### src/ipc_pkg.sv
/*
  Constants for the two-level interrupt priority controller: source count,
  register offsets and layout, reset values and core handshake timing.
  Assumes one 40 MHz clock and an APB register port.
*/
package ipc_pkg;
  localparam int IPC_NSRC = 23;
  localparam int IPC_GATE_BIT = 7;
  localparam logic [7:0] IPC_OFF_EN_PRI = 8'h00;
  localparam logic [7:0] IPC_OFF_EN_EXT1 = 8'h04;
  localparam logic [7:0] IPC_OFF_EN_EXT2 = 8'h08;
  localparam logic [7:0] IPC_OFF_LVL_PRI = 8'h0C;
  localparam logic [7:0] IPC_OFF_LVL_EXT1 = 8'h10;
  localparam logic [7:0] IPC_OFF_LVL_EXT2 = 8'h14;
  localparam logic [7:0] IPC_OFF_PEND = 8'h18;
  localparam logic [7:0] IPC_OFF_STATUS = 8'h1C;
  localparam logic [7:0] IPC_EN_RESET = 8'h00;
  localparam logic [7:0] IPC_LVL_RESET = 8'h00;
  localparam logic [22:0] IPC_PEND_RESET = 23'h000000;
  localparam logic [22:0] IPC_HW_CLEAR_MASK = 23'h01800F;
  localparam int IPC_CLK_MHZ = 40;
  localparam int IPC_CALL_CYCLES = 4;
  localparam int IPC_DETECT_CYCLES = 1;
  localparam logic [4:0] IPC_NO_SRC = 5'h1F;
  typedef enum logic [1:0] {IPC_IDLE, IPC_CALL} ipc_state_t;
endpackage

### src/ipc_top.sv
/*
  Two-level interrupt priority controller with APB registers.
  Assumes the core pulses insn_done at each instruction end, accepts a
  vectored call on call_req, and pulses ret_done when a return completes.
*/
// The APB interface to the registers and the register offsets were left to the implementer.
// Operation
// RL1 - Twenty-three sources, each at one of two levels.
// RL2 - Pending flag sets on its event regardless of any enable.
// RL3 - Enabled pending source requests a vectored call after current instruction.
// RL4 - Return resumes interrupted code and ends the active level.
// RL5 - Disabled source's pending flag raises no request.
// RL6 - Each source has its own enable bit in three enable registers.
// RL7 - Gate bit 7 of primary enable register blocks all sources.
// RL8 - Enable cleared mid-instruction: one-cycle follow-on may still take request.
// RL9 - Cleared enable bit reads zero inside the entered routine.
// RL10 - Some flags clear on vectoring; software clears the rest.
// RL11 - Flag still set after return re-enters after one more instruction.
// RL12 - Software writing one to a flag acts like the event; here a same-cycle hardware clear of that flag overrides the written one.
// RL13 - Each source has a level bit, low after reset.
// RL14 - High preempts low; high routines are never preempted.
// RL15 - Higher level first, then fixed source order.
// RL16 - Sampled each cycle; best response one detect plus four call cycles.
// RL17 - Worst response eighteen cycles: return then divide before call.
// RL18 - Equal or lower level waits for return plus one instruction.
// RL19 - Reset clears enables, gate, levels and service state.
// RL20 - Low and high service tracked apart; return ends highest.
`timescale 1ns/10ps
module ipc_top (
  input wire logic ref_clk,
  input wire logic reset_n,
  input wire logic psel,
  input wire logic penable,
  input wire logic pwrite,
  input wire logic [7:0] paddr,
  input wire logic [31:0] pwdata,
  output logic [31:0] prdata,
  output logic pready,
  output logic pslverr,
  input wire logic [ipc_pkg::IPC_NSRC-1:0] src_event,
  input wire logic insn_done,
  input wire logic ret_done,
  output logic call_req,
  output logic [4:0] call_index,
  output logic [15:0] call_vector,
  output logic in_service_low,
  output logic in_service_high
);
  import ipc_pkg::*;

  logic [7:0] en_pri_reg, en_ext1_reg, en_ext2_reg;
  logic [7:0] lvl_pri_reg, lvl_ext1_reg, lvl_ext2_reg;
  logic [22:0] pend_reg, pend_next;
  logic act_low_reg, act_high_reg;
  logic hold_reg;
  logic [1:0] call_cnt_reg;
  logic [4:0] idx_reg;
  logic [31:0] rdata_reg;
  ipc_state_t state_reg;
  logic [22:0] event_s1_reg, event_s2_reg;

  wire wr_stb, rd_stb;
  wire [7:0] reg_addr;
  wire addr_ok = (reg_addr[1:0] == 2'b00) && (reg_addr <= IPC_OFF_STATUS);

  ipc_apb_slave u_apb (
    .psel(psel),
    .penable(penable),
    .pwrite(pwrite),
    .paddr(paddr),
    .pready(pready),
    .pslverr(pslverr),
    .wr_stb(wr_stb),
    .rd_stb(rd_stb),
    .reg_addr(reg_addr),
    .addr_ok(addr_ok)
  );

  // Enable and level vectors, primary 7 bits plus two 8-bit extensions
  wire [22:0] en_vec = {en_ext2_reg, en_ext1_reg, en_pri_reg[6:0]}; // [RL6]
  wire [22:0] lvl_vec = {lvl_ext2_reg, lvl_ext1_reg, lvl_pri_reg[6:0]}; // [RL1]
  wire gate = en_pri_reg[IPC_GATE_BIT];
  wire [22:0] live = pend_reg & en_vec & {23{gate}}; // [RL5] [RL7]
  wire [22:0] hi_req = live & lvl_vec;
  wire [22:0] lo_req = live & ~lvl_vec;

  wire hi_found, lo_found;
  wire [4:0] hi_idx, lo_idx;
  ipc_arbiter u_arb_hi (.req(hi_req), .found(hi_found), .index(hi_idx));
  ipc_arbiter u_arb_lo (.req(lo_req), .found(lo_found), .index(lo_idx));

  // Level choice: high first, low only when nothing in service [RL15]
  wire hi_ok = hi_found & ~act_high_reg; // [RL14]
  wire lo_ok = lo_found & ~act_high_reg & ~act_low_reg; // [RL18]
  wire take = (state_reg == IPC_IDLE) & insn_done & ~hold_reg
              & (hi_ok | lo_ok); // [RL3] [RL8] [RL16]
  wire [4:0] win_idx = hi_ok ? hi_idx : lo_idx;
  wire win_high = hi_ok;

  // Vector = 8*index + 3
  wire [15:0] vec_of_idx = {8'h00, win_idx, 3'b011};

  // Event inputs from peripherals pass through a two-stage synchroniser
  always_ff @(posedge ref_clk or negedge reset_n) begin
    if (!reset_n) begin
      event_s1_reg <= IPC_PEND_RESET;
      event_s2_reg <= IPC_PEND_RESET;
    end else begin
      event_s1_reg <= src_event;
      event_s2_reg <= event_s1_reg;
    end
  end

  wire pend_wr = wr_stb & (reg_addr == IPC_OFF_PEND);
  wire [22:0] hw_clr = (take ? (23'h000001 << win_idx) : 23'h000000)
                       & IPC_HW_CLEAR_MASK; // [RL10]

  // An event wins over clear; a written one sets the flag but loses to a same-cycle hardware clear
  always_comb begin
    pend_next = pend_reg;
    if (pend_wr) begin
      pend_next = pwdata[22:0]; // [RL12]
    end
    pend_next = (pend_next & ~hw_clr) | event_s2_reg; // [RL2]
  end

  always_ff @(posedge ref_clk or negedge reset_n) begin
    if (!reset_n) begin
      pend_reg <= IPC_PEND_RESET;
    end else begin
      pend_reg <= pend_next;
    end
  end

  // Enable and level registers, all zero at reset [RL13] [RL19]
  always_ff @(posedge ref_clk or negedge reset_n) begin
    if (!reset_n) begin
      en_pri_reg <= IPC_EN_RESET;
      en_ext1_reg <= IPC_EN_RESET;
      en_ext2_reg <= IPC_EN_RESET;
      lvl_pri_reg <= IPC_LVL_RESET;
      lvl_ext1_reg <= IPC_LVL_RESET;
      lvl_ext2_reg <= IPC_LVL_RESET;
    end else if (wr_stb) begin
      unique case (reg_addr)
        IPC_OFF_EN_PRI: en_pri_reg <= pwdata[7:0];
        IPC_OFF_EN_EXT1: en_ext1_reg <= pwdata[7:0];
        IPC_OFF_EN_EXT2: en_ext2_reg <= pwdata[7:0];
        IPC_OFF_LVL_PRI: lvl_pri_reg <= {1'b0, pwdata[6:0]};
        IPC_OFF_LVL_EXT1: lvl_ext1_reg <= pwdata[7:0];
        IPC_OFF_LVL_EXT2: lvl_ext2_reg <= pwdata[7:0];
        default: ;
      endcase
    end
  end

  // One-instruction hold after an enable write or a return [RL8] [RL11]
  wire en_wr = wr_stb & (reg_addr <= IPC_OFF_EN_EXT2);
  always_ff @(posedge ref_clk or negedge reset_n) begin
    if (!reset_n) begin
      hold_reg <= 1'b0;
    end else if (ret_done | en_wr) begin
      hold_reg <= 1'b1;
    end else if (insn_done) begin
      hold_reg <= 1'b0;
    end
  end

  // Call sequence and service levels [RL20]
  always_ff @(posedge ref_clk or negedge reset_n) begin
    if (!reset_n) begin
      state_reg <= IPC_IDLE;
      call_cnt_reg <= 2'd0;
      idx_reg <= IPC_NO_SRC;
      act_low_reg <= 1'b0;
      act_high_reg <= 1'b0;
      call_vector <= 16'h0000;
    end else begin
      unique case (state_reg)
        IPC_IDLE: begin
          if (take) begin
            state_reg <= IPC_CALL;
            call_cnt_reg <= 2'(IPC_CALL_CYCLES - 1);
            idx_reg <= win_idx;
            call_vector <= vec_of_idx;
            if (win_high) begin
              act_high_reg <= 1'b1;
            end else begin
              act_low_reg <= 1'b1;
            end
          end else if (ret_done) begin
            if (act_high_reg) begin
              act_high_reg <= 1'b0; // [RL4]
            end else begin
              act_low_reg <= 1'b0;
            end
          end
        end
        IPC_CALL: begin
          call_cnt_reg <= call_cnt_reg - 2'd1;
          if (call_cnt_reg == 2'd0) begin
            state_reg <= IPC_IDLE; // [RL16] [RL17]
          end
        end
      endcase
    end
  end

  assign call_req = (state_reg == IPC_CALL);
  assign call_index = idx_reg;
  assign in_service_low = act_low_reg;
  assign in_service_high = act_high_reg;

  // Readback reflects live register state, so cleared bits read zero [RL9]
  wire [31:0] status_word = {29'h0, act_high_reg, act_low_reg, call_req};
  wire [31:0] rd_mux =
    (reg_addr == IPC_OFF_EN_PRI) ? {24'h0, en_pri_reg} :
    (reg_addr == IPC_OFF_EN_EXT1) ? {24'h0, en_ext1_reg} :
    (reg_addr == IPC_OFF_EN_EXT2) ? {24'h0, en_ext2_reg} :
    (reg_addr == IPC_OFF_LVL_PRI) ? {24'h0, lvl_pri_reg} :
    (reg_addr == IPC_OFF_LVL_EXT1) ? {24'h0, lvl_ext1_reg} :
    (reg_addr == IPC_OFF_LVL_EXT2) ? {24'h0, lvl_ext2_reg} :
    (reg_addr == IPC_OFF_PEND) ? {9'h0, pend_reg} :
    (reg_addr == IPC_OFF_STATUS) ? status_word : 32'h00000000;

  // Read data registered in the setup cycle, so access stays zero-wait
  wire rd_setup = psel & ~penable & ~pwrite;
  always_ff @(posedge ref_clk or negedge reset_n) begin
    if (!reset_n) begin
      rdata_reg <= 32'h00000000;
    end else if (rd_setup) begin
      rdata_reg <= rd_mux;
    end else begin
      rdata_reg <= 32'h00000000;
    end
  end

  assign prdata = rdata_reg;
endmodule

### src/ipc_apb_slave.sv
/*
  APB slave front end: zero-wait access, write and read strobes.
  Assumes the master holds the request until pready is seen.
*/
`timescale 1ns/10ps
module ipc_apb_slave (
  input wire logic psel,
  input wire logic penable,
  input wire logic pwrite,
  input wire logic [7:0] paddr,
  output logic pready,
  output logic pslverr,
  output logic wr_stb,
  output logic rd_stb,
  output logic [7:0] reg_addr,
  input wire logic addr_ok
);
  wire access = psel & penable;
  assign pready = 1'b1;
  assign pslverr = access & ~addr_ok;
  assign wr_stb = access & pwrite & addr_ok;
  assign rd_stb = access & ~pwrite;
  assign reg_addr = paddr;
endmodule

### src/ipc_arbiter.sv
/*
  Fixed-order arbiter: lowest index among requests wins.
  Assumes requests already gated by enable and level.
*/
`timescale 1ns/10ps
module ipc_arbiter (
  input wire logic [22:0] req,
  output logic found,
  output logic [4:0] index
);
  import ipc_pkg::*;
  always_comb begin
    found = 1'b0;
    index = IPC_NO_SRC;
    for (int i = IPC_NSRC - 1; i >= 0; i--) begin
      if (req[i]) begin
        found = 1'b1;
        index = 5'(i);
      end
    end
  end
endmodule

### config.mk
export PLATFORM = sky130hd
export DESIGN_NAME = ipc_top
export DESIGN_NICKNAME = d
export VERILOG_FILES = /design/src/ipc_pkg.sv /design/src/ipc_top.sv /design/src/ipc_apb_slave.sv /design/src/ipc_arbiter.sv
export SDC_FILE = /design/constraint.sdc
export NUM_CORES = 1
export LEC_CHECK = 0
export ABC_AREA = 1
export BUFFER_PORTS_ARGS = -buffer_cell sky130_fd_sc_hd__buf_2
export CAP_MARGIN = 15
export CORE_AREA = 10 10 140 142
export CTS_CLUSTER_DIAMETER = 60
export DETAILED_ROUTE_END_ITERATION = 8
export DIE_AREA = 0 0 150 152
export PLACE_DENSITY = 0.74
export SKIP_CTS_REPAIR_TIMING = 1
export SYNTH_ARGS = -nofsm -noshare
export SYNTH_HDL_FRONTEND = slang
export SYNTH_SLANG_ARGS = --single-unit
### constraint.sdc
create_clock -name ref_clk -period 2.4 [get_ports ref_clk]
set_input_delay 0.36 -clock ref_clk [delete_from_list [all_inputs] [get_ports ref_clk]]
set_output_delay 0.36 -clock ref_clk [all_outputs]
set_load 0.05 [all_outputs]
Word level (Yosys, flattened, before mapping):

Cells that the tools add are included.

* flip-flop bits (word level): 167
* input bits: 70
* output and inout bits: 58

* add/sub/neg operators: 1
* magnitude comparators: 2
* equal/unequal tests: 13
* shift-type cells: 1
* muxes and demuxes: 118
* bitwise operators: 30
* reduce and logical (&&, ||, !) cells: 17

Operators with widths (count)
* $mux 23: 9
* $mux 5: 33
* $and 23x23->23: 5
* $mux 4: 14
* $mux 1: 55
* $eq 8x5->1 const B: 4
* $not 17->23: 1
* $not 23->23: 1
* $or 23x23->23: 1
* $mux 17: 1
* $shl 1x5->17 const A: 1
* $eq 8x4->1 const B: 2
* $reduce_and 2->1: 8
* $and 1x1->1: 14
* $eq 8x3->1 const B: 1
* $le 8x4->1 const B: 1
* $le 8x5->1 const B: 1
* $logic_not 8->1: 1
* $pmux 2 s2: 2
* $logic_not 2->1: 3
* $mux 2: 3
* $ne 2x2->1 const B: 3
* $not 1->1: 6
* $ne 2x1->1 const B: 2
* other kinds (8): 10

Depth between registers and ports, before layout:

* word-level depth: 34
* gate-level depth with buffers: 29
* gate-level depth less buffers: 28

Hierarchy:

A second synthesis with hierarchy kept.

* cell total of the unflattened synthesis: 899
* area total of the unflattened synthesis: 7427.1 sq um

By module, submodules not included
* ipc_top: times used 1, cells each 730, area each 6681.4 sq um
* ipc_arbiter: times used 2, cells each 77, area each 325.3 sq um
* ipc_apb_slave: times used 1, cells each 15, area each 95.1 sq um

Worst setup path after synthesis:

OpenSTA, ideal clock, no wires.

* kind: register to register
* from: register en_pri_reg[7]
* to: register act_high_reg (netlist: in_service_high)
* setup time: 131 ps
* data arrival time: 2079 ps
* setup slack: 190 ps
* cell stages (with the launch flop): 18
* path buffers: 3
* period minus slack after synthesis: 2210 ps
* cell sequence: dfrtp_1 > buf_6 > buf_6 > nand3_2 > nor2_1 > nor2_2 > nand2_2 > nor2_4 > nand2_2 > o21ai_4 > inv_2 > o2111ai_2 > inv_2 > buf_2 > nor2_1 > nor2_1 > nand2_1 > a22oi_1

* longest elaborated chain between the ends: 31

RTL lines
* from (decl): line ipc_top.sv:51 `logic [7:0] en_pri_reg, en_ext1_reg, en_ext2_reg;`
* from (signal assigned): line ipc_top.sv:146 `IPC_OFF_EN_PRI: en_pri_reg <= pwdata[7:0];`
* $and 23x23->23 (*): line ipc_top.sv:83 `wire [22:0] live = pend_reg & en_vec & {23{gate}};`
* $and 23x23->23: line ipc_top.sv:85 `wire [22:0] lo_req = live & ~lvl_vec;`
* $mux 1 (23 in a row): line ipc_arbiter.sv:16 `if (req[i]) begin`
* $and 1x1->1 (2 in a row): line ipc_top.sv:94 `wire lo_ok = lo_found & ~act_high_reg & ~act_low_reg;`
* $or 1x1->1: line ipc_top.sv:96 `& (hi_ok | lo_ok);`
* $and 1x1->1: line ipc_top.sv:96
* $ne 2x2->1 (no source line) / $reduce_bool 2->1 (equally long branches)
* $reduce_and 3->1 (no source line)
* to (signal assigned): line ipc_top.sv:176 `act_high_reg <= 1'b0;`
* to (signal assigned): line ipc_top.sv:187 `act_high_reg <= 1'b1;`
* to (signal assigned): line ipc_top.sv:193 `act_high_reg <= 1'b0;`
* to (decl): line ipc_top.sv:54 `logic act_low_reg, act_high_reg;`

Every way passes the cells marked *; elsewhere a longest branch is shown, timed or not.
A chain may end at the register's enable or synchronous reset.

Worst setup path after layout:

Same ends and word-level chain as after synthesis.

==> flow_summary.ini <==
[die]
initial_core_util_pct = 41.8
rows = 48
die_h_microns = 152
design.die.area_sq_um = 22800
num_io_pins = 128
core-area_sq_um = 16900
die_w_microns = 150

[synth]
yosysSeqAreaShare_pct = 55.3
syn_area_sq_um = 7080
synthFlopType = dfrtp_1
syn_area_per_cell_sq_um = 8.44
async_flop_share_pct = 100
ys_warn_count = 0
synth_edf_count = 0
yosysUniqueCellTypes = 37
synthCells = 838
synth-seq-cells = 156

[grt]
gr-total-overflow = 0
grt_max_degree = 59
first_global_vias = 6025
antenna_found_initial = 1
grt_first_pass_wirelength_microns = 31000
grtUsageTotal_pct = 17.5

[sta]
fin_crit_sh_pct = 107
rsz0062_at_grt = true
tightest_slew_ns = 0.555
skew_ns = 0.00966
fmax_ghz = 0.391
drv_slew = 0
finalHoldViolCount = 0
max_slew_margin_pct = 62.9
period_minus_slack_ns = 2.56
tns_ns = -1.48
setup_viol = 19
setup_slack_ns = -0.161

[clock_network]
cts-root-buf = clkbuf_16
clock_sinks = 156
cts_buffers = 17
path_clk_slew_ns = 0.07
cts_buffer_depth = 2
cts_tree = done
htree_levels = 4
clock_latency_ns = 0.44

[layout]
nFillCells = 1608
final_common_cell = nand2_1
area_growth_pct = 26.0
layout_common_cells = nand2_1, dfrtp_1, inv_1
diodes = 0
finalNonFillerCells = 1234
drive_gt1_share_pct = 25.7
stdcell_area_sq_um = 8910
final_net_count = 1067

[critical_path]
arrival_ns = 2.87
path_max_fanout = 8
rr_startpoint = en_pri_reg[7]
startpoint = en_pri_reg[7]
critPathKind = register to register
end_kind = register
worstPathRequired_ns = 2.71
start_kind = register

[status]
outcome = finished with violations
violations = negative setup slack

[place]
place_congestion = 1.00
place_area_sq_um = 8110
placedCellCount = 1196
io_buffers = 99
pre_cts_slack_ns = -0.190
post-dp-hpwl_microns = 14800

[routing]
wl_met3_microns = 1630
via_count = 6073
postRouteAntennaNets = 0
routed_via_density = 4.92
wl_met1_microns = 8480
post_drt_wl_per_cell_microns = 16.3
route.detailed.drc = 0
dr.pass1.iters = 6
drt_iter0_markers = 472
wl_met2_microns = 9610
highest_layer = met5
drt-total-wl_microns = 20100

[pwr]
power_density_nw_per_um2 = 626
ir_worst_vdd_mv = 0.504
power_leakage_nw = 4.49

[min_path]
hp-start = src_event[4]
holdCritPathClass = primary input to register

[job]
maxCapViolCount = 0
## critical path, cell delays in order, from the launching register on
cell and delay (ns):
dfrtp_2 0.45, buf_8 0.15, buf_4 0.16, nand3_4 0.07
nor2_2 0.05, nor2_2 0.13, nand2_2 0.09, nor2_4 0.13
nand2_2 0.09, o21ai_4 0.30, inv_2 0.07, o2111ai_2 0.23
inv_2 0.10, buf_6 0.14, nor2_2 0.08, nor2_1 0.06
nand2_1 0.07, a22oi_1 0.06
## cell type report
cell class	count	area (sq um)	share of cell area, %
clock buffers	17	425	4.77
clock inverters	15	170	1.91
inverters	109	409	4.59
multi-input cells	552	2690	30.2
flip-flops and latches	156	3910	43.9
well taps	225	282	3.16
repair buffers	160	1020	11.5
## per-layer routing
metal  vias to the layer above  track usage, %
li1                       2945               -
met1                      2862            22.2
met2                       230            27.5
met3                        34            5.52
met4                         2            5.93
met5                         -               0
## cell families (layout without fill, tap and decap cells)
kind of cell / after synthesis / after routing / share of synthesized area (%)
and+or+nand+nor: 390 / 390 / 24.1
DFF: 156 / 156 / 55.3
buffers and inverters: 147 / 301 / 9.30
AOI/OAI and AO/OA: 142 / 142 / 11.1
other: 2 / 19 / 0.106
adders and majority gates: 1 / 1 / 0.177
## path summary, 6_finish.rpt
check | endpoint | slack, ns | depth (start not counted)
max | in_service_high | -0.16 | 17
min | event_s1_reg[4] | 0.02 | 1
max reg2reg | in_service_high | -0.16 | 17
min reg2reg | event_s2_reg[3] | 0.35 | 0
max in group asynchronous | call_index[4] | 1.16 | 3
min in group asynchronous | event_s1_reg[17] | 0.45 | 2
## stage by stage
stage	power (mW)	utilization, %	hold slack, ns
after detailed placement	2.97	47.9	0.335
after global placement	2.97	47.9	0.331
after CTS	5.63	51.4	-0.104
final	5.58	52.6	0.0232
after floorplan	2.86	-	0.0644
after global routing	5.76	52.6	0.00565
## where the power goes
| part | internal (mW) | switching, mW |
|---|---|---|
| clock | 1.40 | 1.25 |
| sequential | 2.67 | 0.0123 |
| combinational | 0.0553 | 0.183 |
| total | 4.13 | 1.45 |
## cells in the mapped netlist (all sizes together) (2+ instances only)
master	n	area, sq um
nand2	232	878
dfrtp	151	3780
inv	108	405
nor2	101	437
o21ai	82	422
a21oi	40	200
nand3	27	180
buf	25	200
nor3b	16	120
clkbuf	13	48.8
nand4	9	62.6
o211ai	6	45.0
dfstp	5	131
a221oi	4	35.0
nor3	4	20.0
a22oi	2	15.0
conb	2	7.51
o2111ai	2	23.8
o22ai	2	12.5
Note: power is estimated with default switching activity, not from simulation.
